[src/hdl/hwdc_pkg.sv]
// Purpose: shared constants for the hardware and watchdog control register pair
// Assumes: 16-bit registers on a 7-bit register address port, 100 MHz clk_sys
// Notes:   masks name the writable fields; everything else reads zero
package hwdc_pkg;
	// register addresses on the control port
	localparam logic [6:0]  ADDR_MODE_SUPPLY = 7'h01;
	localparam logic [6:0]  ADDR_HARD_CTL    = 7'h02;
	localparam logic [6:0]  ADDR_WDG_CTL     = 7'h03;

	// mode field of the mode and supply register
	localparam int          MODE_HI          = 15;
	localparam int          MODE_LO          = 14;
	localparam logic [1:0]  MODE_NORMAL      = 2'h0;
	localparam logic [1:0]  MODE_STOP        = 2'h2;
	localparam logic [1:0]  MODE_SOFT_RESET  = 2'h3;

	// hardware control field positions
	localparam int          HC_THERM_DLY     = 12;
	localparam int          HC_SUPPLY_OV     = 11;
	localparam int          HC_SH_OFF        = 10;
	localparam int          HC_RST_DLY       = 9;
	localparam int          HC_SOFT_PIN      = 6;
	localparam int          HC_STOP_WDG_HI   = 2;

	// hardware control masks and reset values
	localparam logic [15:0] HC_WR_MASK       = 16'h1e44;
	localparam logic [15:0] HC_POR_VAL       = 16'h0000;
	localparam logic [15:0] HC_SOFT_KEEP     = 16'h0200;
	localparam logic [15:0] HC_RESTART_KEEP  = 16'h1240;

	// watchdog control field positions
	localparam int          WC_CHECKSUM      = 15;
	localparam int          WC_STOP_WDG_LO   = 6;
	localparam int          WC_TYPE          = 5;
	localparam int          WC_BUS_WAKE      = 4;
	localparam int          WC_PER_HI        = 2;
	localparam int          WC_PER_LO        = 0;

	// watchdog control masks and reset values
	localparam logic [15:0] WC_WR_MASK       = 16'h8077;
	localparam logic [15:0] WC_POR_VAL       = 16'h0014;
	localparam logic [15:0] WC_RESTART_KEEP  = 16'h0010;
	localparam logic [15:0] WC_RESTART_SET   = 16'h0004;

	// thermal shutdown run length beyond which the long wait applies
	localparam logic [4:0]  THERM_RUN_LIMIT  = 5'h10;
	localparam logic [4:0]  THERM_RUN_SAT    = 5'h11;

	// watchdog period per code in milliseconds; code 110 read as 1 s
	localparam logic [13:0] WDG_MS_C0        = 14'h000a;
	localparam logic [13:0] WDG_MS_C1        = 14'h0014;
	localparam logic [13:0] WDG_MS_C2        = 14'h0032;
	localparam logic [13:0] WDG_MS_C3        = 14'h0064;
	localparam logic [13:0] WDG_MS_C4        = 14'h00c8;
	localparam logic [13:0] WDG_MS_C5        = 14'h01f4;
	localparam logic [13:0] WDG_MS_C6        = 14'h03e8;
	localparam logic [13:0] WDG_MS_C7        = 14'h2710;

	// reset output delay times
	localparam int          CLK_PERIOD_NS    = 10;
	localparam int          RST_DLY_LONG_MS  = 10;
	localparam int          RST_DLY_SHORT_MS = 2;
	localparam int          RST_DLY_LONG_CYC = RST_DLY_LONG_MS * 1000000 / CLK_PERIOD_NS;
	localparam int          RST_DLY_SHRT_CYC = RST_DLY_SHORT_MS * 1000000 / CLK_PERIOD_NS;
	localparam int          RST_CNT_W        = 20;
endpackage

[src/hdl/hwdc_rst_pulse.sv]
// Purpose: timed low pulse on the active-low reset output
// Assumes: start is a one-cycle pulse, shortSel stable while it is high
// Notes:   a new start restarts the delay from the full count
`timescale 1ns/1ps
`default_nettype none
module hwdc_rst_pulse #(
	parameter int LONG_CYC  = hwdc_pkg::RST_DLY_LONG_CYC,
	parameter int SHORT_CYC = hwdc_pkg::RST_DLY_SHRT_CYC
) (
	input  wire logic clk_sys,
	input  wire logic rst,
	input  wire logic start,
	input  wire logic shortSel,
	output logic      pinN
);
	localparam logic [hwdc_pkg::RST_CNT_W-1:0] LONG_V  = LONG_CYC[hwdc_pkg::RST_CNT_W-1:0];
	localparam logic [hwdc_pkg::RST_CNT_W-1:0] SHORT_V = SHORT_CYC[hwdc_pkg::RST_CNT_W-1:0];

	logic [hwdc_pkg::RST_CNT_W-1:0] cnt_ff;
	logic                           pinN_ff;

	// power-on holds the pin low for the long delay after release
	always_ff @(posedge clk_sys) begin
		if (rst) begin
			cnt_ff  <= LONG_V;
			pinN_ff <= 1'b0;
		end else if (start) begin
			cnt_ff  <= shortSel ? SHORT_V : LONG_V;
			pinN_ff <= 1'b0;
		end else if (cnt_ff != '0) begin
			cnt_ff  <= cnt_ff - 1'b1;
			pinN_ff <= 1'b0;
		end else begin
			pinN_ff <= 1'b1;
		end
	end

	assign pinN = pinN_ff;
endmodule
`default_nettype wire

[src/hdl/hwdc_ctrl_regs.sv]
// Purpose: hardware control and watchdog control registers of the motor system chip
// Assumes: register port strobes are one-cycle pulses synchronous to clk_sys
// Notes:   rst is power-on reset; soft reset comes from a mode write, restart from a pin
`timescale 1ns/1ps
`default_nettype none

// Summary of operation
// - bit 12 selects short or extended thermal wait
// - bit 11 selects 20V or 30V overvoltage threshold
// - bit 10 set disables gate sample-and-hold
// - bit 9 selects 10 ms or 2 ms
// - bit 6 clear pulls reset low on soft reset
// - two bits mark watchdog off in stop mode
// - stop to normal clears the hardware stop bit
// - watchdog bit 5 selects timeout or window type
// - watchdog bit 4 starts watchdog after bus wake
// - bits 2:0 select the watchdog period
// - bit 15 is a host-set checksum bit
// - reserved bits always read zero
// - power-on clears; soft reset keeps bit 9
// - restart keeps bits 12, 9, 6 only
// - power-on or soft reset loads 0x0014
// - restart keeps bit 4, forces period 100
// - mode write of 11 triggers soft reset
module hwdc_ctrl_regs #(
	parameter int RST_LONG_CYC  = hwdc_pkg::RST_DLY_LONG_CYC,
	parameter int RST_SHORT_CYC = hwdc_pkg::RST_DLY_SHRT_CYC
) (
	input  wire logic        clk_sys,
	input  wire logic        rst,
	input  wire logic [6:0]  regAddr,
	input  wire logic        regWrEn,
	input  wire logic [15:0] regWrData,
	input  wire logic        regRdEn,
	output logic      [15:0] regRdData,
	output logic             regRdValid,
	input  wire logic        restartEvent,
	input  wire logic [1:0]  devMode,
	input  wire logic        thermEvent,
	input  wire logic        thermRunClear,
	output logic             thermalReleaseDelaySel,
	output logic             thermalLongWait,
	output logic             supplyOvThresholdSel,
	output logic             gateSampleHoldOff,
	output logic             resetOutputDelaySel,
	output logic             softResetPinOption,
	output logic             stopWdgOffBitHi,
	output logic             stopWdgOffBitLo,
	output logic             stopWdgOff,
	output logic             wdgTypeSel,
	output logic             wdgStartOnBusWake,
	output logic      [2:0]  wdgPeriodCode,
	output logic      [13:0] wdgPeriodMs,
	output logic             wdgChecksumBit,
	output logic             softResetPulse,
	output logic             resetOutputN
);
	// period code to milliseconds; code 110 taken as 1 s
	function automatic logic [13:0] periodMs(input logic [2:0] code);
		logic [13:0] ms;
		ms = hwdc_pkg::WDG_MS_C0;
		case (code)
			3'h0:    ms = hwdc_pkg::WDG_MS_C0;
			3'h1:    ms = hwdc_pkg::WDG_MS_C1;
			3'h2:    ms = hwdc_pkg::WDG_MS_C2;
			3'h3:    ms = hwdc_pkg::WDG_MS_C3;
			3'h4:    ms = hwdc_pkg::WDG_MS_C4;
			3'h5:    ms = hwdc_pkg::WDG_MS_C5;
			3'h6:    ms = hwdc_pkg::WDG_MS_C6;
			3'h7:    ms = hwdc_pkg::WDG_MS_C7;
			default: ms = hwdc_pkg::WDG_MS_C0;
		endcase
		return ms;
	endfunction

	logic [15:0] hardCtl_ff;
	logic [15:0] wdgCtl_ff;
	logic [15:0] rdData_ff;
	logic        rdValid_ff;
	logic [1:0]  prevMode_ff;
	logic [4:0]  thermRun_ff;
	logic        longWait_ff;
	logic [13:0] periodMs_ff;
	logic        softPulse_ff;
	logic        stopOff_ff;
	logic        pinN;

	logic        wrHard;
	logic        wrWdg;
	logic        softHit;
	logic        stopToNormal;
	logic        pinStart;
	logic [2:0]  periodCode;

	// address decode of the write strobe
	assign wrHard = regWrEn && (regAddr == hwdc_pkg::ADDR_HARD_CTL);
	assign wrWdg  = regWrEn && (regAddr == hwdc_pkg::ADDR_WDG_CTL);

	// soft reset is a mode write of 11 to the neighbouring register
	assign softHit = regWrEn && (regAddr == hwdc_pkg::ADDR_MODE_SUPPLY) &&
		(regWrData[hwdc_pkg::MODE_HI:hwdc_pkg::MODE_LO] == hwdc_pkg::MODE_SOFT_RESET);

	// leaving stop mode for normal mode, seen on the mode input
	assign stopToNormal = (prevMode_ff == hwdc_pkg::MODE_STOP) &&
		(devMode == hwdc_pkg::MODE_NORMAL);

	// reset pin pulses only when the option bit asks for it
	assign pinStart = softHit && !hardCtl_ff[hwdc_pkg::HC_SOFT_PIN];

	assign periodCode = wdgCtl_ff[hwdc_pkg::WC_PER_HI:hwdc_pkg::WC_PER_LO];

	// mode history for the stop-to-normal edge
	always_ff @(posedge clk_sys) begin
		if (rst) begin
			prevMode_ff <= hwdc_pkg::MODE_NORMAL;
		end else begin
			prevMode_ff <= devMode;
		end
	end

	// hardware control register; resets outrank writes, writes outrank auto-clear
	always_ff @(posedge clk_sys) begin
		if (rst) begin
			hardCtl_ff <= hwdc_pkg::HC_POR_VAL;
		end else if (softHit) begin
			hardCtl_ff <= hardCtl_ff & hwdc_pkg::HC_SOFT_KEEP;
		end else if (restartEvent) begin
			hardCtl_ff <= hardCtl_ff & hwdc_pkg::HC_RESTART_KEEP;
		end else if (wrHard) begin
			// fields take data, reserved positions stay zero
			hardCtl_ff <= regWrData & hwdc_pkg::HC_WR_MASK;
		end else if (stopToNormal) begin
			hardCtl_ff[hwdc_pkg::HC_STOP_WDG_HI] <= 1'b0;
		end
	end

	// watchdog control register; checksum bit stored as written
	always_ff @(posedge clk_sys) begin
		if (rst || softHit) begin
			wdgCtl_ff <= hwdc_pkg::WC_POR_VAL;
		end else if (restartEvent) begin
			wdgCtl_ff <= (wdgCtl_ff & hwdc_pkg::WC_RESTART_KEEP) |
				hwdc_pkg::WC_RESTART_SET;
		end else if (wrWdg) begin
			wdgCtl_ff <= regWrData & hwdc_pkg::WC_WR_MASK;
		end
	end

	// read port; unmapped and foreign addresses answer zero
	always_ff @(posedge clk_sys) begin
		if (rst) begin
			rdData_ff  <= 16'h0000;
			rdValid_ff <= 1'b0;
		end else begin
			rdValid_ff <= regRdEn;
			if (!regRdEn) begin
				rdData_ff <= 16'h0000;
			end else if (regAddr == hwdc_pkg::ADDR_HARD_CTL) begin
				rdData_ff <= hardCtl_ff & hwdc_pkg::HC_WR_MASK;
			end else if (regAddr == hwdc_pkg::ADDR_WDG_CTL) begin
				rdData_ff <= wdgCtl_ff & hwdc_pkg::WC_WR_MASK;
			end else begin
				rdData_ff <= 16'h0000;
			end
		end
	end

	// consecutive thermal shutdown run; a new event beats a clear
	always_ff @(posedge clk_sys) begin
		if (rst) begin
			thermRun_ff <= 5'h00;
		end else if (thermEvent) begin
			if (thermRun_ff != hwdc_pkg::THERM_RUN_SAT) begin
				thermRun_ff <= thermRun_ff + 5'h01;
			end
		end else if (thermRunClear) begin
			thermRun_ff <= 5'h00;
		end
	end

	// extended wait only when selected and run exceeds the limit
	always_ff @(posedge clk_sys) begin
		if (rst) begin
			longWait_ff <= 1'b0;
		end else begin
			longWait_ff <= hardCtl_ff[hwdc_pkg::HC_THERM_DLY] &&
				(thermRun_ff > hwdc_pkg::THERM_RUN_LIMIT);
		end
	end

	// decoded watchdog period for the watchdog engine
	always_ff @(posedge clk_sys) begin
		if (rst) begin
			periodMs_ff <= 14'h0000;
		end else begin
			periodMs_ff <= periodMs(periodCode);
		end
	end

	// watchdog off in stop mode needs both bits, a guard against one stray write
	always_ff @(posedge clk_sys) begin
		if (rst) begin
			stopOff_ff <= 1'b0;
		end else begin
			stopOff_ff <= hardCtl_ff[hwdc_pkg::HC_STOP_WDG_HI] &&
				wdgCtl_ff[hwdc_pkg::WC_STOP_WDG_LO];
		end
	end

	// one-cycle notice of a soft reset for the rest of the chip
	always_ff @(posedge clk_sys) begin
		if (rst) begin
			softPulse_ff <= 1'b0;
		end else begin
			softPulse_ff <= softHit;
		end
	end

	// reset pin timing; bit 9 survives soft reset so the choice stays valid
	hwdc_rst_pulse #(
		.LONG_CYC  (RST_LONG_CYC),
		.SHORT_CYC (RST_SHORT_CYC)
	) u_rst_pulse (
		.clk_sys  (clk_sys),
		.rst      (rst),
		.start    (pinStart),
		.shortSel (hardCtl_ff[hwdc_pkg::HC_RST_DLY]),
		.pinN     (pinN)
	);

	// register fields drive the control outputs directly
	assign thermalReleaseDelaySel = hardCtl_ff[hwdc_pkg::HC_THERM_DLY];
	assign supplyOvThresholdSel   = hardCtl_ff[hwdc_pkg::HC_SUPPLY_OV];
	assign gateSampleHoldOff      = hardCtl_ff[hwdc_pkg::HC_SH_OFF];
	assign resetOutputDelaySel    = hardCtl_ff[hwdc_pkg::HC_RST_DLY];
	assign softResetPinOption     = hardCtl_ff[hwdc_pkg::HC_SOFT_PIN];
	assign stopWdgOffBitHi        = hardCtl_ff[hwdc_pkg::HC_STOP_WDG_HI];
	assign stopWdgOffBitLo        = wdgCtl_ff[hwdc_pkg::WC_STOP_WDG_LO];
	assign wdgTypeSel             = wdgCtl_ff[hwdc_pkg::WC_TYPE];
	assign wdgStartOnBusWake      = wdgCtl_ff[hwdc_pkg::WC_BUS_WAKE];
	assign wdgChecksumBit         = wdgCtl_ff[hwdc_pkg::WC_CHECKSUM];
	assign wdgPeriodCode          = periodCode;

	// status and pulse outputs
	assign stopWdgOff      = stopOff_ff;
	assign thermalLongWait = longWait_ff;
	assign wdgPeriodMs     = periodMs_ff;
	assign regRdData       = rdData_ff;
	assign regRdValid      = rdValid_ff;
	assign softResetPulse  = softPulse_ff;
	assign resetOutputN    = pinN;

	// checks next to the logic they guard
	a_hard_reserved_zero: assert property (@(posedge clk_sys) disable iff (rst)
		(hardCtl_ff & ~hwdc_pkg::HC_WR_MASK) == 16'h0000)
		else $error("reserved hardware control bit set");

	a_wdg_reserved_zero: assert property (@(posedge clk_sys) disable iff (rst)
		(wdgCtl_ff & ~hwdc_pkg::WC_WR_MASK) == 16'h0000)
		else $error("reserved watchdog control bit set");

	a_por_values: assert property (@(posedge clk_sys)
		$past(rst) |-> (hardCtl_ff == hwdc_pkg::HC_POR_VAL) &&
		(wdgCtl_ff == hwdc_pkg::WC_POR_VAL))
		else $error("wrong value after power-on reset");

	a_soft_keeps_dly: assert property (@(posedge clk_sys) disable iff (rst)
		softHit |=> hardCtl_ff == ($past(hardCtl_ff) & hwdc_pkg::HC_SOFT_KEEP))
		else $error("soft reset did not keep only the delay bit");

	a_soft_wdg_load: assert property (@(posedge clk_sys) disable iff (rst)
		softHit |=> wdgCtl_ff == hwdc_pkg::WC_POR_VAL)
		else $error("soft reset watchdog value wrong");

	a_restart_hard: assert property (@(posedge clk_sys) disable iff (rst)
		restartEvent && !softHit |=>
		hardCtl_ff == ($past(hardCtl_ff) & hwdc_pkg::HC_RESTART_KEEP))
		else $error("restart hardware control value wrong");

	a_restart_wdg: assert property (@(posedge clk_sys) disable iff (rst)
		restartEvent && !softHit |=> (wdgCtl_ff == (($past(wdgCtl_ff) &
		hwdc_pkg::WC_RESTART_KEEP) | hwdc_pkg::WC_RESTART_SET)))
		else $error("restart watchdog value wrong");

	a_stop_exit_clear: assert property (@(posedge clk_sys) disable iff (rst)
		stopToNormal && !wrHard && !softHit && !restartEvent |=> !stopWdgOffBitHi)
		else $error("stop bit not cleared on exit to normal");

	a_hard_write_take: assert property (@(posedge clk_sys) disable iff (rst)
		wrHard && !softHit && !restartEvent |=>
		hardCtl_ff == ($past(regWrData) & hwdc_pkg::HC_WR_MASK))
		else $error("hardware control write not taken");

	a_wdg_write_take: assert property (@(posedge clk_sys) disable iff (rst)
		wrWdg && !softHit && !restartEvent |=>
		wdgCtl_ff == ($past(regWrData) & hwdc_pkg::WC_WR_MASK))
		else $error("watchdog control write not taken");

	a_soft_pin_low: assert property (@(posedge clk_sys) disable iff (rst)
		pinStart |=> !resetOutputN [*2])
		else $error("reset pin not pulled low on soft reset");

	a_soft_pin_quiet: assert property (@(posedge clk_sys) disable iff (rst)
		softHit && softResetPinOption && resetOutputN |=> resetOutputN)
		else $error("reset pin pulsed despite option");

	a_period_decode: assert property (@(posedge clk_sys) disable iff (rst)
		!$past(rst) |-> wdgPeriodMs == periodMs($past(periodCode)))
		else $error("watchdog period decode wrong");

	a_long_wait: assert property (@(posedge clk_sys) disable iff (rst)
		!$past(rst) |-> thermalLongWait == ($past(thermalReleaseDelaySel) &&
		($past(thermRun_ff) > hwdc_pkg::THERM_RUN_LIMIT)))
		else $error("thermal long wait flag wrong");

	a_soft_notice: assert property (@(posedge clk_sys) disable iff (rst)
		softHit |=> softResetPulse ##1 (softResetPulse == $past(softHit)))
		else $error("soft reset notice missing");

	a_stop_off_both: assert property (@(posedge clk_sys) disable iff (rst)
		!$past(rst) |-> stopWdgOff == ($past(stopWdgOffBitHi) && $past(stopWdgOffBitLo)))
		else $error("stop-mode watchdog off flag wrong");

	// read port answers one cycle later, zero where nothing is mapped
	a_read_valid_next: assert property (@(posedge clk_sys) disable iff (rst)
		!$past(rst) |-> regRdValid == $past(regRdEn))
		else $error("read valid not one cycle after strobe");

	a_unmapped_read_zero: assert property (@(posedge clk_sys) disable iff (rst)
		regRdEn && (regAddr != hwdc_pkg::ADDR_HARD_CTL) &&
		(regAddr != hwdc_pkg::ADDR_WDG_CTL) |=> regRdData == 16'h0000)
		else $error("unmapped read not zero");

	// a mode write other than soft reset must leave both registers alone
	a_mode_write_quiet: assert property (@(posedge clk_sys) disable iff (rst)
		regWrEn && (regAddr == hwdc_pkg::ADDR_MODE_SUPPLY) && !softHit &&
		!restartEvent && !stopToNormal |=> $stable(hardCtl_ff) && $stable(wdgCtl_ff))
		else $error("mode write disturbed the control registers");

	// an event must count even when a clear arrives with it
	a_therm_event_wins: assert property (@(posedge clk_sys) disable iff (rst)
		thermEvent |=> thermRun_ff == (($past(thermRun_ff) == hwdc_pkg::THERM_RUN_SAT) ?
		hwdc_pkg::THERM_RUN_SAT : $past(thermRun_ff) + 5'h01))
		else $error("thermal run not advanced by an event");
endmodule
`default_nettype wire

[config.mk]
export PLATFORM = sky130hd
export DESIGN_NAME = hwdc_ctrl_regs
export DESIGN_NICKNAME = d
export VERILOG_FILES = /design/src/hdl/hwdc_pkg.sv /design/src/hdl/hwdc_rst_pulse.sv /design/src/hdl/hwdc_ctrl_regs.sv
export SDC_FILE = /design/constraint.sdc
export NUM_CORES = 1
export LEC_CHECK = 0
export BUFFER_PORTS_ARGS = -buffer_cell sky130_fd_sc_hd__buf_2
export CAP_MARGIN = 10
export CORE_MARGIN = 5
export CORE_UTILIZATION = 40
export DETAILED_ROUTE_END_ITERATION = 12
export PLACE_DENSITY = 0.74
export SETUP_SLACK_MARGIN = 0.4
export SLEW_MARGIN = 20
export SYNTH_ARGS = -nofsm -noshare
export SYNTH_HDL_FRONTEND = slang
export SYNTH_SLANG_ARGS = --single-unit
[constraint.sdc]
create_clock -name clk_sys -period 3.2 [get_ports clk_sys]
set_input_delay 0.64 -clock clk_sys [delete_from_list [all_inputs] [get_ports clk_sys]]
set_output_delay 0.64 -clock clk_sys [all_outputs]
set_load 0.01 [all_outputs]
# --- Yosys cells after proc, flatten, opt, wreduce, memory -nomap -nowiden ---
# Memory sizes are Yosys's and may differ from the RTL's. A register that Yosys moved wholly into a read port is not among the register bits.
# Index checks and enable logic that the tools add are counted.
totals:
  in_bits: 32
  mem_count: 1
  register_bits: 75
  out_inout_bits: 48
  romBits: 88
op_classes:
  eq_ne: 7
  magnitude_cmp: 1
  bitwise: 4
  n_reduce_logical: 26
  n_mux: 11
  addsub: 2
mem_list:
  columns: ["memory", "words", "width", "rd", "rd_clocked_by_memory_dff", "write_ports", "line", "rtl"]
  rows:
  - ["(no name shown)", 8, 11, 1, 1, 0, "hwdc_ctrl_regs.sv:62", "case (code)"]
op_table:
  columns: ["cell", "count"]
  rows:
  - ["20-bit two-way mux", 3]
  - ["20-bit nonzero test", 1]
  - ["20-bit by 1-bit subtractor with 20-bit output (second input constant)", 1]
  - ["5-bit two-way mux", 3]
  - ["7-bit by 2-bit equality test with 1-bit output (second input constant)", 2]
  - ["13-bit two-way mux", 1]
  - ["1-bit logical AND", 8]
  - ["2-bit OR reduction", 4]
  - ["7-bit by 1-bit equality test with 1-bit output (second input constant)", 1]
  - ["7-bit two-way mux", 1]
  - ["2-bit AND reduction", 3]
  - ["2-bit nonzero test", 3]
  - ["3-bit OR reduction", 2]
  - ["5-bit by 1-bit adder with 5-bit output (second input constant)", 1]
  - ["5-bit > comparator (second input constant)", 1]
  - ["5-bit != test (second input constant)", 1]
  - ["2-bit equality test (second input constant)", 2]
  - ["1-bit NOT", 4]
  - ["4-bit OR reduction", 1]
  - ["1-bit two-way mux", 3]
  - ["3-bit AND reduction", 1]
  - ["2-bit logical NOT", 1]
  - ["2-bit by 1-bit != test with 1-bit output (second input constant)", 1]
  - ["1-bit logical NOT", 1]
  - ["1-bit logical OR", 1]

# --- Depth between registers and ports, before layout ---
# Gate-level depths: netlist of the first run.
depth:
  depth_word: 5
  ltp_mapped: 7

# --- Hierarchy ---
# Synthesis of the first run repeated with hierarchy kept, for this count alone.
hier_totals:
  cells_unflattened: 311
  area_unflattened_um2: 2930.3
by_module_without_submodules:
  columns: ["module", "cells_per_inst", "seq_area_each_um2", "area_per_inst_um2", "n_inst"]
  rows:
  - ["hwdc_ctrl_regs", 185, 900.9, 1824.2, 1]
  - ["hwdc_rst_pulse", 126, 420.4, 1106.1, 1]

# --- Least setup slack after synthesis of the first run ---
# OpenSTA, ideal clock, no wires.
synth_timing:
  path_type: "in2reg"
  from: "in regAddr[1]"
  to: "reg hardCtl_ff[12]"
  required_time_ns: 3.086
  setup_slack_ns: 1.284
  arrival_time_ns: 1.802
  setup_time_ns: 0.114
  stages: 6
  path_cell_list: "clkbuf_1 -> nor3b_1 -> nand4_1 -> nor2_1 -> mux2i_1 -> nor2_1"
synth_via:
  elab_chain_len: 4
  word_cells_on_any_way: 7
synth_lines:
  columns: ["element", "line", "rtl"]
  rows:
  - ["from (decl)", "hwdc_ctrl_regs.sv:31", "input wire logic [6:0] regAddr,"]
  - ["7-bit by 1-bit equality test with 1-bit output", "hwdc_ctrl_regs.sv:100", "assign softHit = regWrEn && (regAddr == hwdc_pkg::ADDR_MODE_SUPPLY) &&"]
  - ["1-bit logical AND (2 in series)", "hwdc_ctrl_regs.sv:100", null]
  - ["2-bit OR reduction (no source line)", null, null]
  - ["to (signal assigned)", "hwdc_ctrl_regs.sv:124", "hardCtl_ff <= hwdc_pkg::HC_POR_VAL;"]
  - ["to (signal assigned)", "hwdc_ctrl_regs.sv:126", "hardCtl_ff <= hardCtl_ff & hwdc_pkg::HC_SOFT_KEEP;"]
  - ["to (signal assigned)", "hwdc_ctrl_regs.sv:128", "hardCtl_ff <= hardCtl_ff & hwdc_pkg::HC_RESTART_KEEP;"]
  - ["to (decl)", "hwdc_ctrl_regs.sv:76", "logic [15:0] hardCtl_ff;"]
# Parallel ways exist; a longest one is shown, timed or not.
# A chain may end at the register's enable or synchronous reset.

# --- Worst setup path in the final report of the first run ---
layout_timing:
  from: "in regAddr[3]"
  to: "reg u_rst_pulse.cnt_ff[12] (netlist name)"
layout_via:
  elab_chain_len: 5
  word_cells_on_any_way: 6
layout_lines:
  columns: ["element", "line", "rtl"]
  rows:
  - ["7-bit by 1-bit equality test with 1-bit output *", "hwdc_ctrl_regs.sv:100", null]
  - ["1-bit logical AND * (2 in series)", "hwdc_ctrl_regs.sv:100", null]
  - ["1-bit logical AND *", "hwdc_ctrl_regs.sv:108", "assign pinStart = softHit && !hardCtl_ff[hwdc_pkg::HC_SOFT_PIN];"]
  - ["20-bit two-way mux / 2-bit nonzero test (equally long branches)", null, null]
  - ["to (signal assigned)", "hwdc_rst_pulse.sv:28", "cnt_ff <= shortSel ? SHORT_V : LONG_V;"]
  - ["to (signal assigned)", "hwdc_rst_pulse.sv:31", "cnt_ff <= cnt_ff - 1'b1;"]
  - ["to (decl)", "hwdc_rst_pulse.sv:19", "logic [hwdc_pkg::RST_CNT_W-1:0] cnt_ff;"]
# Every way passes the cells marked *; elsewhere a longest branch is shown, timed or not.

==> results of run 1 <==
## cell usage in the layout, fill, tap and decap left out, types with 7 or more instances in the layout
cell and count:
nand2_1 19, and2_1 9, conb_1 8, nor2_1 41, inv_1 10, mux2i_1 9
nand4_1 7, buf_2 67, clkbuf_8 10, dfxtp_1 66, ha_1 10, a21oi_1 15
xor2_1 7, nor3_1 10, nand3_1 13, xnor2_1 7
## metrics by stage
| step | cell area, um^2 | hold slack (ns) | total power [mW] |
|---|---|---|---|
| after floorplan | 2970 | 0.4445 | 1.035 |
| after global placement | 3314 | 0.4566 | 1.070 |
| after detailed placement | 3314 | 0.4624 | 1.076 |
| after CTS | 3527 | 0.4773 | 1.836 |
| after global routing | 3527 | 0.5034 | 1.895 |
| final | 3527 | 0.4714 | 1.814 |
## worst max-delay path: cells and delay by family
family,cells,cell delay [ns]
buffers and inverters,1,0.09
and+or+nand+nor,4,1.47
AOI/OAI and AO/OA,1,0.17
## per-layer routing
metal	part of all wire (%)	vias up
li1	-	1208
met1	46	1086
met5	0	-
met2	46	54
met3	6.2	7
met4	1.5	0
## cell families (layout without fill, tap and decap cells)
logic type / after synthesis / count (layout)
and+or+nand+nor: 144 / 144
DFF: 66 / 66
AOI/OAI and AO/OA: 43 / 43
buffers and inverters: 28 / 94
xor gates and xnor gates: 14 / 14
adders and majority gates: 10 / 10
muxes: 9 / 9
other: 1 / 8
## flip-flops by register name, indices dropped and copies added (netlist names), 2 cells and up
signal,count
hardCtl_ff,6
u_rst_pulse.cnt_ff,20
prevMode_ff,2
wdgCtl_ff,7
regRdData,11
wdgPeriodMs,10
thermRun_ff,5
## final cells by class
class / count / area [um^2] / share of cell area, %
clock inverters: 2 / 60.06 / 1.703
flip-flops and latches: 66 / 1321 / 37.46
inverters: 10 / 37.54 / 1.064
clock buffers: 14 / 152.6 / 4.328
multi-input cells: 228 / 1489 / 42.21
repair buffers: 68 / 342.8 / 9.720
well taps: 99 / 123.9 / 3.512
## synth_stat cells, drive strengths merged
cell type / n
or2: 3
o21bai: 3
conb: 1
nand3: 14
inv: 10
nand2: 19
and2: 9
nor3: 11
nand4b: 1
or4b: 1
mux2i: 9
nor2b: 6
nand3b: 3
ha: 10
nor2: 42
o21a: 1
or3: 3
nand4: 8
o31ai: 2
a21oi: 15
buf: 14
nor3b: 6
nand2b: 6
nor4: 8
o21ai: 10
clkbuf: 4
nor4b: 1
dfxtp: 66
nor4bb: 1
or4: 2
a211oi: 4
xnor2: 7
o211ai: 1
a41oi: 2
a22o: 2
a31oi: 2
xor2: 7
a31o: 1
## report_power, final
group | switching [mW] | internal, mW | total, mW
clock network | 0.294 | 0.462 | 0.756
registers | 0.0421 | 0.851 | 0.893
logic | 0.0913 | 0.0739 | 0.165
total | 0.427 | 1.39 | 1.81
## worst max-delay path by stage
stage	endpoint	depth (start not counted)
after floorplan	hardCtl_ff[12]$_SDFFE_PP0P_	6
after global placement	u_rst_pulse.cnt_ff[12]$_SDFFE_PP0P_	6
after detailed placement	u_rst_pulse.cnt_ff[12]$_SDFFE_PP0P_	6
after CTS	u_rst_pulse.cnt_ff[12]$_SDFFE_PP0P_	6
after global routing	u_rst_pulse.cnt_ff[16]$_SDFFE_PP1P_	7
final	u_rst_pulse.cnt_ff[12]$_SDFFE_PP0P_	6
==> impl_metrics.ini, run 1 <==
[synthesis]
yosys_warnings = 0
yosysSeqAreaShare_pct = 44.88
yosys.area_share.adder_pct = 4.250
synthDistinctLibCells = 52
syn-cell-area_mm2 = 0.002944
yosys.area_share.simple_pct = 28.94
yosys-top-cells-area = dfxtp_1 45%, nor2_1 5.2%, ha_1 4.2%
synthMuxAreaShare_pct = 3.060
ys_ff_latch = 66
synthXorXnorAreaFrac_pct = 4.165
synth_top_family_by_area = simple AND/OR/NAND/NOR gates
syn_area_per_cell_um2 = 9.346
yosysTopAreaCellShare_pct = 44.88
synth_compound_area_share_pct = 9.137
synth_top_area_cell = dfxtp_1
synth_cells = 315

[power_and_ir_drop]
ir_worst_vdd_mv = 0.3022
p_per_area_mw_per_mm2 = 514.4
power_leakage_nw = 1.523

[cts]
cts-resized-gates = 0
clk-insertion-delay-late_ns = 0.33
ctsHoldBuffers = 0
clkSlewWorstSetupHoldPaths_ns = 0.06
cts_sinks = 66
postCtsSetupBuffers = 0
tritoncts = yes
cts_inserted_buffers = 9
clock-root-buffer = clkbuf_8
cts_max_path_buffers = 2
htreeDepth = 3

[floorplanning]
die-area_mm2 = 0.009176
start_util_pct = 40.81
die_w_um = 95.79
core_area_mm2 = 0.007214
chipHeight_um = 95.79
std_cell_rows = 31
io_pins = 80

[global_route]
grt_pass1_vias = 2271
grt_first_pass_wirelength_um = 10380
grt-ovfl-total = 0
use_met1_pct = 17.56
antenna_found_initial = 0
grt_usage_pct = 14.35
grt.busiest_layer = met2
grt_max_degree = 27
grt_use_met3_pct = 5.082
use_met2_pct = 22.99

[detailed_routing]
via_count = 2355
totalWireLength_um = 6228
viasPerCell = 4.836
wl_per_cell_um = 12.79
drtPass1Iterations = 4
drt_first_iter_violations = 88
ant_nets = 0
route.detailed.drc = 0

[critical_path]
crit_chain = buf_2 > nor3_1 > nand4_1 > nand2b_1 > nor4_1 > o21bai_1
ff2ff_path_depth = 7
endpoint_kind = flop
startpoint_type = input pin
cp_slowest_cell = nand2b_1
worstSetupStartpoint = regAddr[3]
regToRegStartpoint = u_rst_pulse.cnt_ff[0]$_SDFFE_PP0P_
required_ns = 3.42
arrival_ns = 2.37
critPathMaxFanout = 13
reg2reg_slack_ns = 1.10
path_class = in -> reg
cpPeakStageDelay_ns = 0.55
timing.rr.end = u_rst_pulse.cnt_ff[16]$_SDFFE_PP1P_

[run_status]
status = complete, no violations

[flow_run]
cap_violations = 0

[worst_hold_path]
holdPathEnd = wdgCtl_ff[5]$_SDFFE_PP0P_
hold_path.class = reg -> reg
hp-start = wdgCtl_ff[5]$_SDFFE_PP0P_
min_path_cells = 2

[timing]
post-route-period-util_pct = 67.27
max_freq_ghz = 0.4645
relSlewSlack_pct = 56.21
setup_tns_ns = 0
setup_viol = 0
tightest_slew_ns = 0.6554
worst_slack_ns = 1.047
slew_viol_final = 0
finalHoldViolations = 0
finalCriticalPeriod_ns = 2.153
clock_skew_ns = 0.004722
rsz0062_at_grt = false

[place]
gp_congestion = 0.8133
numPlacedInstances = 471
port_buffers = 67
pre_cts_slack_ns = 0.7304
dp_hpwl_um = 4654

[layout]
nFillCells = 725
drive_above_1_share_pct = 25.00
stdcell_count = 487
fin_util_pct = 48.89
antenna_cells = 0
area_growth_pct = 19.80
layout.nets = 425
(Power assumes the default switching activity.)
==> inputs of run 2 (changes only) <==
==> constraint.sdc (replaced) <==
create_clock -name clk_sys -period 2 [get_ports clk_sys]
set_input_delay 0.4 -clock clk_sys [delete_from_list [all_inputs] [get_ports clk_sys]]
set_output_delay 0.4 -clock clk_sys [all_outputs]
set_load 0.01 [all_outputs]
==> impl_metrics.ini, run 2 (same netlist as run 1, synthesis figures left out) <==
[critical_path]
endpoint_kind = flop
reg2reg_slack_ns = 0.28
crit_chain = nor4_4 > nand4b_2 > or4_1 > a21oi_1
critical_path_buf_inv_count = 0
regToRegStartpoint = u_rst_pulse.cnt_ff[2]$_SDFFE_PP0P_
path_class = reg -> reg
ff2ff_path_depth = 4
critPathCapture = u_rst_pulse.cnt_ff[13]$_SDFFE_PP0P_
arrival_ns = 1.99
required_ns = 2.27
timing.rr.end = u_rst_pulse.cnt_ff[13]$_SDFFE_PP0P_
worstSetupStartpoint = u_rst_pulse.cnt_ff[2]$_SDFFE_PP0P_
path_delay_family = simple AND/OR/NAND/NOR gates
cp_slowest_cell = or4_1
critPathMaxFanout = 6
startpoint_type = flop
cp_num_cells = 4
cpPeakStageDelay_ns = 0.47

[layout]
final_area_mm2 = 0.004083
fin_util_pct = 56.59
top_register = u_rst_pulse.cnt_ff
layout.nets = 460
largest_register_ffs = 20
layout_commonest_cell = buf_2
antenna_cells = 0
stdcell_count = 522
area_growth_pct = 38.67
drive_above_1_share_pct = 39.95
nFillCells = 631
final_cell_mix = 67 x buf_2, 54 x dfxtp_1, 39 x nor2_1

[floorplanning]
chipHeight_um = 95.79
core_area_mm2 = 0.007214
std_cell_rows = 31
start_util_pct = 40.81
io_pins = 80
die-area_mm2 = 0.009176
die_w_um = 95.79

[worst_hold_path]
hold_path.class = in -> reg
hp-start = devMode[0]

[power_and_ir_drop]
ir_worst_vdd_mv = 0.7270
power_leakage_nw = 1.809
p_per_area_mw_per_mm2 = 832.0

[detailed_routing]
via_count = 2637
drt_first_iter_violations = 140
ant_nets = 0
wl_per_cell_um = 14.51
totalWireLength_um = 7574
viasPerCell = 5.052
route.detailed.drc = 0
drtPass1Iterations = 4

[global_route]
antenna_found_initial = 0
grt_pass1_vias = 2671
grt-ovfl-total = 0
grt_usage_pct = 17.05
grt_max_degree = 17
grt_first_pass_wirelength_um = 12190

[run_status]
status = complete, no violations

[timing]
clock_skew_ns = 0.007195
max_freq_ghz = 0.5815
post-route-period-util_pct = 85.99
finalCriticalPeriod_ns = 1.720
slew_viol_final = 0
setup_tns_ns = 0
setup_viol = 0
rsz0062_at_grt = true
finalHoldViolations = 0

[place]
dpl_cell_area_mm2 = 0.003470
dp_hpwl_um = 5147
numPlacedInstances = 485
gp_congestion = 0.8745
port_buffers = 67

[flow_run]
cap_violations = 0

[cts]
cts_max_path_buffers = 2
clkSlewWorstSetupHoldPaths_ns = 0.07
clk-insertion-delay-late_ns = 0.35
cts_inserted_buffers = 9
ctsHoldBuffers = 0
clock-root-buffer = clkbuf_8
tritoncts = yes
htreeDepth = 3
cts_sinks = 66
## run 2: worst min path at each step
stage                                             to  slack [ns]  cells past startpoint
after floorplan           thermalLongWait$_SDFF_PP0_        0.44                      2
final                      prevMode_ff[0]$_SDFF_PP0_        0.28                      2
after global placement         stopWdgOff$_SDFF_PP0_        0.46                      2
after global routing       prevMode_ff[0]$_SDFF_PP0_        0.28                      2
after CTS                  prevMode_ff[0]$_SDFF_PP0_        0.26                      2
after detailed placement       stopWdgOff$_SDFF_PP0_        0.47                      2
## run 2: routing by layer
metal | part of all wire (%) | vias up | track usage (%)
met3 | 7.5 | 14 | 6.333
met1 | 41 | 1261 | 19.52
met2 | 50 | 82 | 29.07
met4 | 1.7 | 0 | 6.043
li1 | - | 1280 | -
met5 | 0 | - | 0
## run 2: area by class of cell
cell class	count	area [um^2]	area share, %
Inverter	10	45.04	1.103
Tap cell	99	123.9	3.034
Timing Repair Buffer	103	629.4	15.42
Clock buffer	10	137.6	3.371
Sequential cell	66	1346	32.98
Multi-Input combinational cell	228	1663	40.73
Clock inverter	6	137.6	3.371
## run 2: timing repair
item | in CTS | in global routing
setup endpoints to repair | 21 | 21
resized for setup | 22 | 20
buffers inserted | 10 | 11
pin swaps | 13 | 15
## run 2: metrics by stage
step	setup slack (ns)	hold slack (ns)	total power [mW]
after floorplan	0.3825	0.4445	1.667
after global placement	0.1813	0.4615	1.756
after detailed placement	0.1566	0.4673	1.765
after CTS	0.3424	0.2627	3.336
after global routing	0.2183	0.2751	3.530
final	0.2802	0.2765	3.397
## run 2: power by group
group | internal, mW | switching, mW
Combinational | 0.217 | 0.196
Clock | 0.993 | 0.539
Sequential | 1.37 | 0.0830
Total | 2.58 | 0.818
==> inputs of run 3 (changes only) <==
--- a/config.mk
+++ b/config.mk
@@ -7,6 +7,7 @@
 export LEC_CHECK = 0
 export BUFFER_PORTS_ARGS = -buffer_cell sky130_fd_sc_hd__buf_2
 export CAP_MARGIN = 10
+export CORE_ASPECT_RATIO = 2
 export CORE_MARGIN = 5
 export CORE_UTILIZATION = 40
 export DETAILED_ROUTE_END_ITERATION = 12
==> impl_metrics.ini, run 3 (same netlist as run 1, synthesis figures left out) <==
[timing]
post-route-period-util_pct = 85.12
timing.hold.ws_ns = 0.3015
max_freq_ghz = 0.5874
setup_tns_ns = 0
rsz0062_at_grt = true
setup_viol = 0
relSlewSlack_pct = 66.21
finalHoldViolations = 0
clock_skew_ns = 0.006835
finalCriticalPeriod_ns = 1.702
tightest_slew_ns = 0.5058
slew_viol_final = 0

[critical_path]
ff2ff_path_depth = 5
critPathMaxFanout = 6
startpoint_type = flop
timing.rr.end = u_rst_pulse.cnt_ff[6]$_SDFFE_PP1P_
reg2reg_slack_ns = 0.30
regToRegStartpoint = u_rst_pulse.cnt_ff[15]$_SDFFE_PP0P_
endpoint_kind = flop
required_ns = 2.20
arrival_ns = 1.90
path_class = reg -> reg

[floorplanning]
die-area_mm2 = 0.009280
start_util_pct = 40.82
io_pins = 80
std_cell_rows = 44
chipHeight_um = 131.3
core_area_mm2 = 0.007212
die_w_um = 70.67

[detailed_routing]
route.detailed.drc = 0
totalWireLength_um = 7885
via_count = 2587
drtPass1Iterations = 4
viasPerCell = 5.073
ant_nets = 0
drt_first_iter_violations = 74
wl_per_cell_um = 15.46

[global_route]
grt_first_pass_wirelength_um = 12800
grt-ovfl-total = 0
grt_usage_pct = 17.16
grt_max_degree = 15
grt_pass1_vias = 2782
antenna_found_initial = 0

[layout]
antenna_cells = 0
multi_input_area_mm2 = 0.001662
top_register = u_rst_pulse.cnt_ff
area_growth_pct = 39.57
drive_above_1_share_pct = 38.52
final_cell_mix = 67 x buf_2, 58 x dfxtp_1, 39 x nor2_1
nFillCells = 622
seq_area_mm2 = 0.001334
layout.nets = 455
layout_commonest_cell = buf_2
largest_register_ffs = 20
final_area_mm2 = 0.004109

[power_and_ir_drop]
power_switching_uw = 866.3
pwr-share-comb_pct = 9.9
p_per_area_mw_per_mm2 = 914.1
power_leakage_nw = 1.818
ir_worst_vdd_mv = 0.7390
internal_power_mw = 2.890
p_clk_share_pct = 51.4
p_seq_share_pct = 38.6
swShare_pct = 23.07

[worst_hold_path]
holdPathEnd = prevMode_ff[1]$_SDFF_PP0_
hp-start = devMode[1]
min_path_cells = 2
hold_path.class = in -> reg

[cts]
tritoncts = yes
clkSlewWorstSetupHoldPaths_ns = 0.06
cts_sinks = 66
htreeDepth = 3
cts_max_path_buffers = 2
clock-root-buffer = clkbuf_16
clk-insertion-delay-late_ns = 0.33
ctsHoldBuffers = 0
cts_inserted_buffers = 9

[flow_run]
cap_violations = 0

[place]
gp_congestion = 0.7831
port_buffers = 67
dp_hpwl_um = 5536
dpl_cell_area_mm2 = 0.003476

[run_status]
status = complete, no violations
[run 3: changes by cell type in the layout (fill, tap and decap cells not counted), sizes merged]
cell	delta
clkinvlp	+1
buf	-5
clkbuf	-1
[run 3: routing by layer]
metal	up-vias	wire length [um]	GRT usage [%]	share of wire, %
li1	1266	-	-	-
met1	1226	2744	16.02	35
met2	76	4573	32.72	58
met3	19	304	4.281	3.9
met4	0	263	9.310	3.3
met5	-	0	0	0
[run 3: critical path, cell delays in order (launching register included)]
cell and delay, ns:
dfxtp_2 0.33, or4_4 0.62, buf_12 0.18, o211ai_1 0.20, xor2_1 0.18, nand2_1 0.06
[run 3: per-stage QoR]
step | cells | setup slack [ns] | util [%] | total power, mW
final | 510 | 0.2976 | 56.97 | 3.756
after CTS | 506 | 0.3277 | 55.07 | 3.714
after floorplan | 322 | 0.3825 | - | 1.667
after global placement | 480 | 0.1440 | 48.20 | 1.761
after global routing | 510 | 0.2067 | 56.97 | 3.878
after detailed placement | 480 | 0.1261 | 48.20 | 1.772
[run 3: what timing repair did]
item,in CTS,in global routing
buffers inserted,10,4
pin swaps,10,13
endpoints found under the setup margin,20,30
resized for setup,9,26
[run 3: power groups by stage]
stage / Clock (mW) / Combinational (mW) / Sequential, mW
floorplan: 0 / 0.216 / 1.45
global placement: 0 / 0.301 / 1.46
detailed placement: 0 / 0.310 / 1.46
CTS: 1.94 / 0.330 / 1.44
global route: 2.01 / 0.407 / 1.46
finish: 1.93 / 0.374 / 1.45
[run 3: how the worst max path moves through the flow]
stage                                                    from  cells past startpoint  slack, ns                             endpoint
after floorplan                                       regWrEn                      7       0.38            wdgCtl_ff[2]$_SDFFE_PP1P_
final                     u_rst_pulse.cnt_ff[15]$_SDFFE_PP0P_                      5       0.30   u_rst_pulse.cnt_ff[6]$_SDFFE_PP1P_
after CTS                  u_rst_pulse.cnt_ff[0]$_SDFFE_PP0P_                      7       0.33  u_rst_pulse.cnt_ff[16]$_SDFFE_PP1P_
after detailed placement                           regAddr[4]                      7       0.13            wdgCtl_ff[2]$_SDFFE_PP1P_
after global placement                             regAddr[4]                      7       0.14            wdgCtl_ff[2]$_SDFFE_PP1P_
after global routing       u_rst_pulse.cnt_ff[0]$_SDFFE_PP0P_                      7       0.21  u_rst_pulse.cnt_ff[16]$_SDFFE_PP1P_
[run 3: area by class of cell]
| class | instances | area share (%) |
|---|---|---|
| Clock buffer | 9 | 5.481 |
| Clock inverter | 7 | 3.441 |
| Inverter | 10 | 0.9744 |
| Multi-Input combinational cell | 228 | 40.44 |
| Sequential cell | 66 | 32.46 |
| Tap cell | 92 | 2.801 |
| Timing Repair Buffer | 98 | 14.40 |
